<file path="config.mk">
export PLATFORM = sky130hd
export DESIGN_NAME = lmh_host_if
export DESIGN_NICKNAME = d
export VERILOG_FILES = /design/src/hdl/lmh_pkg.sv /design/src/hdl/lmh_host_if.sv
export SDC_FILE = /design/constraint.sdc
export NUM_CORES = 2
export LEC_CHECK = 0
export BUFFER_PORTS_ARGS = -buffer_cell sky130_fd_sc_hd__buf_4
export CORE_MARGIN = 2
export CORE_UTILIZATION = 50
export CTS_BUF_LIST = sky130_fd_sc_hd__clkbuf_4 sky130_fd_sc_hd__clkbuf_8
export DETAILED_ROUTE_END_ITERATION = 10
export PLACE_DENSITY = 0.63
export SETUP_SLACK_MARGIN = 0.3
export SLEW_MARGIN = 10
export SYNTH_ARGS = -nofsm -noshare
export SYNTH_HDL_FRONTEND = slang
export SYNTH_SLANG_ARGS = --single-unit
</file>
<file path="constraint.sdc">
create_clock -name clk_sys -period 29.7 [get_ports clk_sys]
set_clock_uncertainty 0.05 [all_clocks]
set_input_delay 1.485 -clock clk_sys [delete_from_list [all_inputs] [get_ports clk_sys]]
set_output_delay 1.485 -clock clk_sys [all_outputs]
set_load 0.02 [all_outputs]
</file>
<file path="src/hdl/lmh_pkg.sv">
// Constants and types shared by the LED matrix host interface.
// Assumes a 250 MHz system clock; all counts derive from it.
package lmh_pkg;
  // Clocking
  localparam int CLK_HZ = 250_000_000;
  localparam int OSC_HZ = 256_000;
  // Half period of the on-chip oscillator, rounded down
  localparam int OSC_HALF_CYC = CLK_HZ / (2 * OSC_HZ);
  localparam int OSC_CNT_W = 10;

  // Display geometry
  localparam int RAM_DEPTH = 88;
  localparam int NIB_W = 4;
  localparam int ADDR_W = 7;
  localparam int ROW_N = 44;
  localparam int COM_N = 8;
  localparam int COM_W = 3;
  localparam int NIB_PER_COM = ROW_N / NIB_W;
  localparam int LVL_W = 4;
  localparam logic [LVL_W-1:0] LVL_MAX = 4'hf;
  localparam logic [LVL_W-1:0] BRIGHT_RST = 4'hf;

  // Serial framing
  localparam int ID_BITS = 3;
  localparam int CMD_BITS = 8;
  localparam int SH_W = 8;
  localparam int CNT_W = 4;
  localparam logic [2:0] ID_CMD = 3'h4;
  localparam logic [2:0] ID_WRITE = 3'h5;
  localparam logic [2:0] ID_READ = 3'h6;
  localparam logic [7:0] CMD_SLAVE = 8'h10;
  localparam logic [7:0] CMD_INT_OSC_LEAD = 8'h18;
  localparam logic [7:0] CMD_EXT_CLK_LEAD = 8'h1c;
  localparam logic [3:0] CMD_BRIGHT_HI = 4'ha;

  // Positions of the pins in the synchroniser vector
  localparam int PIN_CS = 0;
  localparam int PIN_WR = 1;
  localparam int PIN_RD = 2;
  localparam int PIN_DAT = 3;
  localparam int PIN_OSC = 4;
  localparam int PIN_SYNC = 5;
  localparam int PIN_VAR = 6;
  localparam int PIN_N = 7;

  typedef enum logic [2:0] {
    ST_ID = 3'h0,
    ST_CMD = 3'h1,
    ST_ADDR = 3'h2,
    ST_WDATA = 3'h3,
    ST_RDATA = 3'h4,
    ST_HALT = 3'h5
  } lmh_state_t;

  typedef enum logic [1:0] {
    MODE_SLAVE = 2'h0,
    MODE_INTERNAL_OSC_LEAD = 2'h1,
    MODE_EXTERNAL_CLOCK_LEAD = 2'h2
  } lmh_mode_t;
endpackage : lmh_pkg

</file>
<file path="src/hdl/lmh_host_if.sv">
// Host front end of the LED matrix controller: four-wire serial port,
// display memory, brightness PWM, row/common scan, clock and sync pins.
// Assumes all pins are asynchronous to clk_sys and much slower than it.
// Overview of operation
// RL1 - Serial data is shifted in on each write clock rising edge.
// RL2 - During a read, each read clock falling edge puts the next bit out.
// RL3 - Host may capture each read bit on the following read clock rise.
// RL4 - Chip select high blocks all transfers and resets the serial logic.
// RL5 - Transfers happen only while chip select is held low.
// RL6 - Internal oscillator lead mode runs from 256 kHz and drives it out.
// RL7 - Slave or external clock lead mode takes the oscillator pin as input.
// RL8 - Both lead modes drive the synchronisation signal out.
// RL9 - Slave mode takes its synchronisation from the sync pin.
// RL10 - In the two-wire variant read clock and chip select are address pins.
// RL11 - Display contents live in an 88 by 4 bit memory.
// RL12 - Global brightness has 16 PWM levels set by command.
// RL13 - 44 rows are scanned against 8 commons, 352 points.
// RL14 - Command instructions configure; data instructions reach memory.
// RL15 - Cascaded slaves follow the lead clock and sync to stay aligned.
`timescale 1ns/10ps
`default_nettype none
module lmh_host_if #(
  parameter int OSC_HALF = lmh_pkg::OSC_HALF_CYC,
  parameter int BUF_DEPTH = 2
) (
  // Clock, reset, enable
  input wire logic clk_sys,
  input wire logic rst,
  input wire logic clkEn,
  // Variant strap, high selects the address-pin variant
  input wire logic i2cVariant,
  // Four-wire serial pins
  input wire logic chipSelectN,
  input wire logic writeClockIn,
  input wire logic readClockIn,
  input wire logic dataIn,
  output logic dataOut,
  output logic dataOe,
  // Device address pins
  output logic devAddrBitLow,
  output logic devAddrBitHigh,
  // Clock and cascade pins
  input wire logic oscIn,
  output logic oscOut,
  output logic oscOe,
  input wire logic syncIn,
  output logic syncOut,
  output logic syncOe,
  // Display drive
  output logic [lmh_pkg::ROW_N-1:0] rowOutputs,
  output logic [lmh_pkg::COM_N-1:0] commonOutputs
);
  localparam int PTR_W = (BUF_DEPTH > 2) ? $clog2(BUF_DEPTH) : 1;
  localparam int BCNT_W = $clog2(BUF_DEPTH + 1);
  localparam int WORD_W = lmh_pkg::ADDR_W + lmh_pkg::NIB_W;

  function automatic logic [lmh_pkg::ADDR_W-1:0] addrNext(
    input logic [lmh_pkg::ADDR_W-1:0] a);
    if (a >= lmh_pkg::ADDR_W'(lmh_pkg::RAM_DEPTH - 1)) return '0;
    return a + 1'b1;
  endfunction : addrNext

  function automatic logic [PTR_W-1:0] ptrNext(input logic [PTR_W-1:0] p);
    if (p == PTR_W'(BUF_DEPTH - 1)) return '0;
    return p + 1'b1;
  endfunction : ptrNext

  // Pin synchronisers; stage one feeds only stage two
  logic [lmh_pkg::PIN_N-1:0] rawPins, pinMeta_ff, pinSync_ff, pinPrev_ff;
  // Pulled-up pins reset high so no false clock edge follows reset
  localparam logic [lmh_pkg::PIN_N-1:0] PIN_IDLE =
    (lmh_pkg::PIN_N'(1) << lmh_pkg::PIN_CS) |
    (lmh_pkg::PIN_N'(1) << lmh_pkg::PIN_WR) |
    (lmh_pkg::PIN_N'(1) << lmh_pkg::PIN_RD) |
    (lmh_pkg::PIN_N'(1) << lmh_pkg::PIN_DAT);
  assign rawPins[lmh_pkg::PIN_CS] = chipSelectN;
  assign rawPins[lmh_pkg::PIN_WR] = writeClockIn;
  assign rawPins[lmh_pkg::PIN_RD] = readClockIn;
  assign rawPins[lmh_pkg::PIN_DAT] = dataIn;
  assign rawPins[lmh_pkg::PIN_OSC] = oscIn;
  assign rawPins[lmh_pkg::PIN_SYNC] = syncIn;
  assign rawPins[lmh_pkg::PIN_VAR] = i2cVariant;

  always_ff @(posedge clk_sys or posedge rst) begin
    if (rst) begin
      pinMeta_ff <= PIN_IDLE;
      pinSync_ff <= PIN_IDLE;
      pinPrev_ff <= PIN_IDLE;
    end else if (clkEn) begin
      pinMeta_ff <= rawPins;
      pinSync_ff <= pinMeta_ff;
      pinPrev_ff <= pinSync_ff;
    end
  end

  logic serialOff, wrRise, rdFall, oscRise, syncRise, din;
  assign din = pinSync_ff[lmh_pkg::PIN_DAT];
  assign serialOff = pinSync_ff[lmh_pkg::PIN_CS] |
                     pinSync_ff[lmh_pkg::PIN_VAR];
  assign wrRise = pinSync_ff[lmh_pkg::PIN_WR] & ~pinPrev_ff[lmh_pkg::PIN_WR];
  assign rdFall = ~pinSync_ff[lmh_pkg::PIN_RD] & pinPrev_ff[lmh_pkg::PIN_RD];
  assign oscRise = pinSync_ff[lmh_pkg::PIN_OSC] &
                   ~pinPrev_ff[lmh_pkg::PIN_OSC];
  assign syncRise = pinSync_ff[lmh_pkg::PIN_SYNC] &
                    ~pinPrev_ff[lmh_pkg::PIN_SYNC];

  // Serial state
  lmh_pkg::lmh_state_t state_ff, nxt_state;
  lmh_pkg::lmh_mode_t mode_ff, nxt_mode;
  logic [lmh_pkg::SH_W-1:0] shReg_ff, nxt_shReg, shiftIn;
  logic [lmh_pkg::CNT_W-1:0] bitCnt_ff, nxt_bitCnt;
  logic [lmh_pkg::ADDR_W-1:0] addr_ff, nxt_addr;
  logic [lmh_pkg::NIB_W-1:0] rdNib_ff, nxt_rdNib;
  logic [1:0] rdBit_ff, nxt_rdBit;
  logic [lmh_pkg::LVL_W-1:0] bright_ff, nxt_bright;
  logic [WORD_W-1:0] pendWord_ff, nxt_pendWord;
  logic isRead_ff, nxt_isRead, pendValid_ff, nxt_pendValid;
  logic dataOut_ff, nxt_dataOut, dataOe_ff, nxt_dataOe;
  logic addrLow_ff, addrHigh_ff, rdFetch, bufInReady;
  logic [lmh_pkg::NIB_W-1:0] ram_ff [lmh_pkg::RAM_DEPTH];
  logic [lmh_pkg::NIB_W-1:0] nxt_ram [lmh_pkg::RAM_DEPTH];

  always_comb begin
    nxt_state = state_ff;
    nxt_mode = mode_ff;
    nxt_shReg = shReg_ff;
    nxt_bitCnt = bitCnt_ff;
    nxt_isRead = isRead_ff;
    nxt_addr = addr_ff;
    nxt_rdNib = rdNib_ff;
    nxt_rdBit = rdBit_ff;
    nxt_dataOut = dataOut_ff;
    nxt_dataOe = dataOe_ff;
    nxt_bright = bright_ff;
    nxt_pendValid = pendValid_ff & ~bufInReady;
    nxt_pendWord = pendWord_ff;
    rdFetch = 1'b0;
    shiftIn = {shReg_ff[lmh_pkg::SH_W-2:0], din};
    if (serialOff) begin
      nxt_state = lmh_pkg::ST_ID; // [RL4] [RL5] [RL10]
      nxt_bitCnt = '0;
      nxt_rdBit = '0;
      nxt_dataOe = 1'b0;
    end else if (wrRise && state_ff != lmh_pkg::ST_RDATA) begin
      nxt_shReg = shiftIn; // [RL1]
      nxt_bitCnt = bitCnt_ff + 1'b1;
      case (state_ff)
        lmh_pkg::ST_ID: begin
          if (bitCnt_ff == lmh_pkg::CNT_W'(lmh_pkg::ID_BITS - 1)) begin
            nxt_bitCnt = '0;
            nxt_isRead = (shiftIn[2:0] == lmh_pkg::ID_READ);
            case (shiftIn[2:0]) // [RL14]
              lmh_pkg::ID_CMD: nxt_state = lmh_pkg::ST_CMD;
              lmh_pkg::ID_WRITE: nxt_state = lmh_pkg::ST_ADDR;
              lmh_pkg::ID_READ: nxt_state = lmh_pkg::ST_ADDR;
              default: nxt_state = lmh_pkg::ST_HALT;
            endcase
          end
        end
        lmh_pkg::ST_CMD: begin
          if (bitCnt_ff == lmh_pkg::CNT_W'(lmh_pkg::CMD_BITS - 1)) begin
            nxt_bitCnt = '0;
            case (shiftIn) // [RL14]
              lmh_pkg::CMD_SLAVE: nxt_mode = lmh_pkg::MODE_SLAVE;
              lmh_pkg::CMD_INT_OSC_LEAD:
                nxt_mode = lmh_pkg::MODE_INTERNAL_OSC_LEAD;
              lmh_pkg::CMD_EXT_CLK_LEAD:
                nxt_mode = lmh_pkg::MODE_EXTERNAL_CLOCK_LEAD;
              default: begin
                if (shiftIn[7:4] == lmh_pkg::CMD_BRIGHT_HI)
                  nxt_bright = shiftIn[3:0]; // [RL12]
              end
            endcase
          end
        end
        lmh_pkg::ST_ADDR: begin
          if (bitCnt_ff == lmh_pkg::CNT_W'(lmh_pkg::ADDR_W - 1)) begin
            nxt_bitCnt = '0;
            nxt_addr = shiftIn[lmh_pkg::ADDR_W-1:0];
            if (isRead_ff) begin
              nxt_state = lmh_pkg::ST_RDATA;
              rdFetch = 1'b1;
              nxt_rdNib = (nxt_addr < lmh_pkg::ADDR_W'(lmh_pkg::RAM_DEPTH)) ?
                          ram_ff[nxt_addr] : '0;
            end else begin
              nxt_state = lmh_pkg::ST_WDATA;
            end
          end
        end
        lmh_pkg::ST_WDATA: begin
          if (bitCnt_ff == lmh_pkg::CNT_W'(lmh_pkg::NIB_W - 1)) begin
            nxt_bitCnt = '0;
            nxt_pendValid = 1'b1; // [RL11]
            nxt_pendWord = {addr_ff, shiftIn[lmh_pkg::NIB_W-1:0]};
            nxt_addr = addrNext(addr_ff);
          end
        end
        default: nxt_bitCnt = bitCnt_ff;
      endcase
    end else if (rdFall && state_ff == lmh_pkg::ST_RDATA) begin
      // Host samples on the next read clock rise [RL3]
      nxt_dataOut = rdNib_ff[2'(lmh_pkg::NIB_W - 1) - rdBit_ff]; // [RL2]
      nxt_dataOe = 1'b1;
      nxt_rdBit = rdBit_ff + 1'b1;
      if (rdBit_ff == 2'(lmh_pkg::NIB_W - 1)) begin
        nxt_addr = addrNext(addr_ff);
        nxt_rdNib = ram_ff[addrNext(addr_ff)];
        rdFetch = 1'b1;
      end
    end
  end

  always_ff @(posedge clk_sys or posedge rst) begin
    if (rst) begin
      state_ff <= lmh_pkg::ST_ID;
      mode_ff <= lmh_pkg::MODE_INTERNAL_OSC_LEAD;
      shReg_ff <= '0;
      bitCnt_ff <= '0;
      isRead_ff <= 1'b0;
      addr_ff <= '0;
      rdNib_ff <= '0;
      rdBit_ff <= '0;
      dataOut_ff <= 1'b0;
      dataOe_ff <= 1'b0;
      bright_ff <= lmh_pkg::BRIGHT_RST;
      pendValid_ff <= 1'b0;
      pendWord_ff <= '0;
      addrLow_ff <= 1'b0;
      addrHigh_ff <= 1'b0;
    end else if (clkEn) begin
      state_ff <= nxt_state;
      mode_ff <= nxt_mode;
      shReg_ff <= nxt_shReg;
      bitCnt_ff <= nxt_bitCnt;
      isRead_ff <= nxt_isRead;
      addr_ff <= nxt_addr;
      rdNib_ff <= nxt_rdNib;
      rdBit_ff <= nxt_rdBit;
      dataOut_ff <= nxt_dataOut;
      dataOe_ff <= nxt_dataOe;
      bright_ff <= nxt_bright;
      pendValid_ff <= nxt_pendValid;
      pendWord_ff <= nxt_pendWord;
      // Address pins read as zero in the four-wire variant [RL10]
      addrLow_ff <= pinSync_ff[lmh_pkg::PIN_VAR] & pinSync_ff[lmh_pkg::PIN_CS];
      addrHigh_ff <= pinSync_ff[lmh_pkg::PIN_VAR] & pinSync_ff[lmh_pkg::PIN_RD];
    end
  end

  // Write buffer into display memory; drain yields to read fetches,
  // which models a single-port memory with one access per cycle
  logic [WORD_W-1:0] buf_ff [BUF_DEPTH];
  logic [WORD_W-1:0] nxt_buf [BUF_DEPTH];
  logic [WORD_W-1:0] drainWord;
  logic [PTR_W-1:0] wp_ff, nxt_wp, rp_ff, nxt_rp;
  logic [BCNT_W-1:0] cnt_ff, nxt_cnt;
  logic push, drain;
  assign bufInReady = (cnt_ff != BCNT_W'(BUF_DEPTH));

  always_comb begin
    nxt_ram = ram_ff;
    nxt_buf = buf_ff;
    nxt_wp = wp_ff;
    nxt_rp = rp_ff;
    push = pendValid_ff && bufInReady;
    drain = (cnt_ff != '0) && !rdFetch;
    drainWord = buf_ff[rp_ff];
    if (push) begin
      nxt_buf[wp_ff] = pendWord_ff;
      nxt_wp = ptrNext(wp_ff);
    end
    if (drain) begin
      nxt_rp = ptrNext(rp_ff);
      if (drainWord[WORD_W-1:lmh_pkg::NIB_W] <
          lmh_pkg::ADDR_W'(lmh_pkg::RAM_DEPTH))
        nxt_ram[drainWord[WORD_W-1:lmh_pkg::NIB_W]] =
          drainWord[lmh_pkg::NIB_W-1:0]; // [RL11]
    end
    nxt_cnt = cnt_ff + BCNT_W'(push) - BCNT_W'(drain);
  end

  always_ff @(posedge clk_sys or posedge rst) begin
    if (rst) begin
      for (int i = 0; i < lmh_pkg::RAM_DEPTH; i++) ram_ff[i] <= '0;
      for (int i = 0; i < BUF_DEPTH; i++) buf_ff[i] <= '0;
      wp_ff <= '0;
      rp_ff <= '0;
      cnt_ff <= '0;
    end else if (clkEn) begin
      ram_ff <= nxt_ram;
      buf_ff <= nxt_buf;
      wp_ff <= nxt_wp;
      rp_ff <= nxt_rp;
      cnt_ff <= nxt_cnt;
    end
  end

  // Clock source, sync and scan
  logic [lmh_pkg::OSC_CNT_W-1:0] oscCnt_ff, nxt_oscCnt;
  logic [lmh_pkg::LVL_W-1:0] pwm_ff, nxt_pwm;
  logic [lmh_pkg::COM_W-1:0] com_ff, nxt_com;
  logic [lmh_pkg::ROW_N-1:0] rows_ff, nxt_rows;
  logic [lmh_pkg::COM_N-1:0] coms_ff, nxt_coms;
  logic oscLvl_ff, nxt_oscLvl, syncOut_ff, syncOe_ff, oscOe_ff, tick;
  logic isInt, isSlave;
  assign isInt = (mode_ff == lmh_pkg::MODE_INTERNAL_OSC_LEAD);
  assign isSlave = (mode_ff == lmh_pkg::MODE_SLAVE);

  always_comb begin
    nxt_oscCnt = '0;
    nxt_oscLvl = 1'b0;
    nxt_pwm = pwm_ff;
    nxt_com = com_ff;
    tick = oscRise; // [RL7]
    if (isInt) begin
      tick = 1'b0;
      nxt_oscLvl = oscLvl_ff;
      nxt_oscCnt = oscCnt_ff + 1'b1;
      if (oscCnt_ff == lmh_pkg::OSC_CNT_W'(OSC_HALF - 1)) begin
        nxt_oscCnt = '0; // [RL6]
        nxt_oscLvl = ~oscLvl_ff;
        tick = ~oscLvl_ff;
      end
    end
    if (isSlave && syncRise) begin
      nxt_pwm = '0; // [RL9] [RL15]
      nxt_com = '0;
    end else if (tick) begin
      nxt_pwm = pwm_ff + 1'b1;
      if (pwm_ff == lmh_pkg::LVL_MAX)
        nxt_com = (com_ff == lmh_pkg::COM_W'(lmh_pkg::COM_N - 1)) ?
                  '0 : com_ff + 1'b1;
    end
    for (int r = 0; r < lmh_pkg::ROW_N; r++)
      nxt_rows[r] = (pwm_ff <= bright_ff) && // [RL12] [RL13]
        ram_ff[int'(com_ff) * lmh_pkg::NIB_PER_COM + r / lmh_pkg::NIB_W]
              [r % lmh_pkg::NIB_W];
    nxt_coms = '0;
    nxt_coms[com_ff] = 1'b1; // [RL13]
  end

  always_ff @(posedge clk_sys or posedge rst) begin
    if (rst) begin
      oscCnt_ff <= '0;
      oscLvl_ff <= 1'b0;
      pwm_ff <= '0;
      com_ff <= '0;
      rows_ff <= '0;
      coms_ff <= '0;
      oscOe_ff <= 1'b0;
      syncOut_ff <= 1'b0;
      syncOe_ff <= 1'b0;
    end else if (clkEn) begin
      oscCnt_ff <= nxt_oscCnt;
      oscLvl_ff <= nxt_oscLvl;
      pwm_ff <= nxt_pwm;
      com_ff <= nxt_com;
      rows_ff <= nxt_rows;
      coms_ff <= nxt_coms;
      oscOe_ff <= isInt; // [RL6] [RL7]
      // Sync is high for the whole common-0 slot; slaves align on its rise
      syncOut_ff <= !isSlave && (com_ff == '0);
      syncOe_ff <= !isSlave; // [RL8] [RL9]
    end
  end

  assign dataOut = dataOut_ff;
  assign dataOe = dataOe_ff;
  assign devAddrBitLow = addrLow_ff;
  assign devAddrBitHigh = addrHigh_ff;
  assign oscOut = oscLvl_ff;
  assign oscOe = oscOe_ff;
  assign syncOut = syncOut_ff;
  assign syncOe = syncOe_ff;
  assign rowOutputs = rows_ff;
  assign commonOutputs = coms_ff;
endmodule : lmh_host_if
`default_nettype wire

</file>
### Word-level counts from Yosys, hierarchy flattened

Cells that the tools add are included.

* $add $sub $neg: 21
* $mul: 1
* order comparisons: 25
* equal/unequal tests: 32
* multiplexer cells: 131
* bitwise operators: 33
* reduce and logical (&&, ||, !) cells: 87

Operators with widths (count)
* $bmux W4 S7: 13
* $bwmux W352: 1
* $ge A32 B8 Y1 const B: 11
* $not A32 Y32: 10
* $mux W4: 42
* $add A32 B4 Y32 const B: 4
* $mux W7: 10
* $add A32 B3 Y32 const B: 2
* $add A32 B5 Y32 const B: 2
* $logic_and A1 B1 Y1: 53
* $mux W11: 4
* $mux W1: 37
* $add A32 B2 Y32 const B: 1
* $not A8 Y32: 1
* $demux W4 S7: 1
* $mux W3: 9
* $eq A8 B5 Y1 const B: 3
* $ge A8 B8 Y1 const B: 3
* $not A7 Y8: 3
* $bwmux W22: 1
* $reduce_and A7 Y1: 3
* $mux W10: 2
* $pmux W4 S4: 1
* $eq A3 B3 Y1 const B: 5
* other kinds (56): 108

* register bits: 521
* input port bits: 10
* output and inout bits: 60
* logic and storage cells: 450

### Logic depth before layout (Yosys ltp)

* depth after elaboration: 18
* depth in mapped cells: 22
* depth with buffers taken out: 14

### Worst setup path after synthesis

No wires, ideal clock.

* path kind: reg-to-reg
* start: reg com_ff[0] (netlist name)
* end: reg rows_ff (netlist bit rowOutputs[25])
* setup time: 0.141 ns
* arrival time: 5.070 ns
* data required time: 29.509 ns
* setup slack: 24.439 ns
* stages on the path, launching flop included: 20
* path buffers: 10
* clock period less this slack: 5.261 ns
* path through: dfrtp_1 -> buf_4 -> inv_2 -> clkbuf_1 -> clkbuf_1 -> ha_1 -> buf_4 -> buf_6 -> buf_6 -> buf_2 -> buf_2 -> buf_2 -> inv_1 -> ha_1 -> xnor2_1 -> clkbuf_1 -> mux4_2 -> mux4_2 -> a22oi_1 -> o22ai_1

* word-level cells in the longest chain between the ends: 7

Ends and longest elaborated chain
* start, declared: line lmh_host_if.sv:301 `logic [lmh_pkg::COM_W-1:0] com_ff, nxt_com;`
* start signal, assigned: line lmh_host_if.sv:357 `com_ff <= nxt_com;`
* $mul A3 B4 Y7: line lmh_host_if.sv:336 `ram_ff[int'(com_ff) * lmh_pkg::NIB_PER_COM + r / lmh_pkg::NIB_W]`
* $add A32 B4 Y32: line lmh_host_if.sv:336
* $not A32 Y32 (not written as such): line lmh_host_if.sv:336
* $bmux W4 S7: line lmh_host_if.sv:336
* $mux W4 (2 in a row)
* $logic_and A1 B1 Y1: line lmh_host_if.sv:335 `nxt_rows[r] = (pwm_ff <= bright_ff) &&`
* end signal, assigned: line lmh_host_if.sv:358 `rows_ff <= nxt_rows;`
* end, declared: line lmh_host_if.sv:302 `logic [lmh_pkg::ROW_N-1:0] rows_ff, nxt_rows;`

No other way between the ends. The select of a mux whose other input is x is not followed.
A chain may end at the register's enable or synchronous reset.

### Worst setup path in the final report

* start: reg com_ff[0] (netlist name)
* end: reg rows_ff (netlist bit rowOutputs[21])

Same word-level chain as after synthesis.

==> reports/metrics.csv <==
metric,value,unit
via_count_of_the_first_global_routing_pass,34000,
post_cts_setup_driven_buffer_insertion_count,0,
critical_path_peak_fanout,69,
stdcell_count,4811,
netlist_area,0.0440,sq mm
final-max-slew-violation-count,0,
numPortBuffers,69,
finish.net_count,3619,
cts_resized,0,
maximum_number_of_pins_on_one_net_before_global_route_repair,177,
dr.first_iter.drc_count,6346,
vias_per_cell,7.71,
number_of_violations_of_the_max_capacitance_limit,0,
timing.reg2reg.setup_slack,22.93,ns
cts.root.buffer_cell,clkbuf_8,
number_of_standard_cells_after_synthesis,3644,
fin_tns_setup,0,ns
detailedPlacementHpwl,138000,microns
clk-insertion-delay-late,0.79,ns
synth_enable_flop_cells,0,
dr.pass1.iters,7,
critical_path_at,7.36,ns
floorplan.rows,108,
dr_total_vias,37100,
grt_setup_unrepaired,no,
finalWorstPathRequiredPeriod,6.77,ns
cts_tree,done,
floorplan.initialDensity,50.6,%
power.sequential.fraction,16.7,%
power.density_cell_area,100,mW/mm^2
yosys.cell_types.count,93,
worst-slew-pin-transition,1.38,ns
power.net_switching,2.40,mW
wl_per_cell,39.1,microns
antenna_violating_nets_left,0,
cellLeakagePower,19.2,nW
p_sw_share,50.3,%
ir_worst_vdd,0.186,mV
critical_path.endpoint_type,register,
post-synth-top-area-fraction,28.7,%
synth_top_flop_cell,dfrtp_1,
timing.critical_path.from_type,register,
synth_top_cell_by_area,dfrtp_1,
finalInstanceArea,0.0475,sq mm
drive_above_1_share,38.9,%
grtUsageTotal,41.5,%
post-route-drc-count,0,
floorplan.die.height,301,microns
cts_hold_repair_buffers,0,
placed_area,0.0452,sq mm
routabilityCongestion,1.09,
clock_buffers_created_by_tritoncts,95,
net_count_after_synthesis,3692,
core-area,0.0869,sq mm
final.period_utilization,22.8,%
design.die.area,0.0903,sq mm
synth_async_sr_flop_share,100,%
totalPowerFinal,4.77,mW
timing_worst_setup_path_type,register to register,
relSlewSlack,7.61,%
hold_violations,0,
die_width,301,microns
ys_ff_latch,519,
grt_pass1_wl,266000,microns
placed_cells,4629,
ioPinCount,70,
synthToLayoutAreaGrowth,8.10,%
htree_levels,3,
antenna_violations_before_repair,12,
status,finished clean,
power.share.clock,17.5,%
p_int,2.37,mW
max_freq,148,MHz
min-delay-path-class,register to register,
synth_warnings,0,
worst_setup_hold_path_clk_slew,0.06,ns
setup_viol,0,
avgSynthCellArea,12.1,sq um
synth.area.top_cells,"dfrtp_1 (29%), mux4_2 (28%), mux2_2 (12%), mux2i_1 (6.9%), nand2_1 (2.2%)",
timing.critical_path.required,30.28,ns
p_comb_share,65.9,%
seq_area_frac_synth,29.6,%
postRouteWirelength,188000,microns
max-clock-path-buffers,3,
clkSinkCount,519,
grt_overflow,0,
[cell families (layout without fill, tap and decap cells)]
logic type               Yosys count  count (layout)  synth area share, %
multiplexers                    1325            1325                 47.1
adder cells (fa/ha/maj)           38              38                 1.12
flip-flops                       519             519                 29.6
buffers and inverters            430             435                 4.61
AND/OR/NAND/NOR                  637             637                 6.75
AO/OA/AOI/OAI                    651             651                 9.83
XOR/XNOR                          44              44                 1.00
other                              0               7                    0
[registers in the layout, indices dropped and copies added (netlist names), 2 cells and up]
signal	flops
com_ff	3
bright_ff	4
cnt_ff	2
buf_ff	22
pinMeta_ff	7
pinPrev_ff	4
addr_ff	7
rowOutputs	44
pinSync_ff	7
rdBit_ff	2
bitCnt_ff	4
pendWord_ff	11
rdNib_ff	4
state_ff	3
shReg_ff	7
pwm_ff	4
mode_ff	2
commonOutputs	8
ram_ff	352
oscCnt_ff	10
[synth_stat cells (all sizes together) (20+ instances only)]
cell	instances
mux2	477
nor2b	46
dfrtp	504
o221ai	21
nand2	260
o211ai	20
inv	97
o22ai	71
a31oi	41
a221oi	26
mux2i	302
nor2	136
buf	188
nand3	42
a21oi	140
mux4	546
clkbuf	145
o21ai	140
ha	36
nor3	43
nand2b	20
a211oi	44
a22oi	45
xnor2	37
[final cells by class]
type	instances	area, sq um
clock inverters	27	408
inverters	97	372
well taps	1155	1450
repair buffers	163	1250
diodes	7	17.5
clock buffers	148	1880
fillers	7384	39400
multi-input cells	2695	29100
flip-flops and latches	519	13000
[routing by layer]
layer  GRT usage [%]  wire length [microns]
met4            22.2                  12200
met2            55.8                  75300
met5           0.847                    230
met1            56.3                  69800
met3            17.9                  30400
[metrics by stage]
step           worst slack (ns)  utilization, %  hold WS [ns]
2_1_floorplan             13.69               -         0.410
3_3_place_gp              23.02            52.0         0.424
3_5_place_dp              23.00            52.0         0.428
4_1_cts                   22.96            54.7         0.436
5_1_grt                   22.51            54.7         0.466
6_report                  22.93            54.7         0.435
[worst max-delay path, stage by stage (launching register included)]
cell	delay, ns
dfrtp_4	1.12
buf_4	0.83
buf_4	0.92
buf_4	0.78
buf_4	0.79
mux4_2	0.62
mux4_2	0.50
mux4_2	0.53
a22oi_1	0.21
o22ai_1	0.08
[cells in the final DEF (no fill, tap or decap), types with 9 or more instances in the layout]
master     synthesis  routed
a21oi_1          137     137
xnor2_2            5      12
ha_1              36      32
o211ai_1          20      20
clkbuf_8           0     123
nand3_1           42      42
a22oi_1           44      44
buf_4             37     161
mux2_1            26      26
and3_1            11      11
dfstp_2           15      14
nand2b_1          20      20
xnor2_1           32      22
mux2_2           451     451
mux4_2           541     541
nor3_1            42      42
mux2i_1          302     302
nor2_1           134     131
o221ai_1          19      18
nand2_1          260     260
and2_1            13      18
a311oi_1           9       9
a211oi_1          44      44
o31ai_1            9       9
a21o_1            14      14
o22ai_1           71      70
a221oi_1          23      23
inv_1             92      90
bufinv_16          0       9
dfrtp_1          504     500
or2_2             11      11
nor2b_1           46      46
clkinv_2           0       9
a31oi_1           41      41
clkbuf_4           0      25
o21ai_0          134     134
[power groups by stage]
| stage | clock network (mW) | registers (mW) | logic [mW] |
|---|---|---|---|
| final | 0.832 | 0.795 | 3.14 |
| after global routing | 0.873 | 0.800 | 3.21 |
| after CTS | 0.841 | 0.793 | 3.05 |
| after detailed placement | 0 | 0.806 | 3.05 |
| after global placement | 0 | 0.805 | 3.05 |
| after floorplan | 0 | 0.769 | 2.21 |
[final timing paths]
path                              startpoint        endpoint  cells past startpoint
max in group asynchronous                rst       com_ff[0]                      5
min in group asynchronous                rst       cnt_ff[0]                      2
worst max-delay path               com_ff[0]  rowOutputs[21]                      9
worst min register to register  bright_ff[3]    bright_ff[3]                      2
worst max register to register     com_ff[0]  rowOutputs[21]                      9
worst min-delay path            bright_ff[3]    bright_ff[3]                      2
Power figures use the tool's default switching activity.
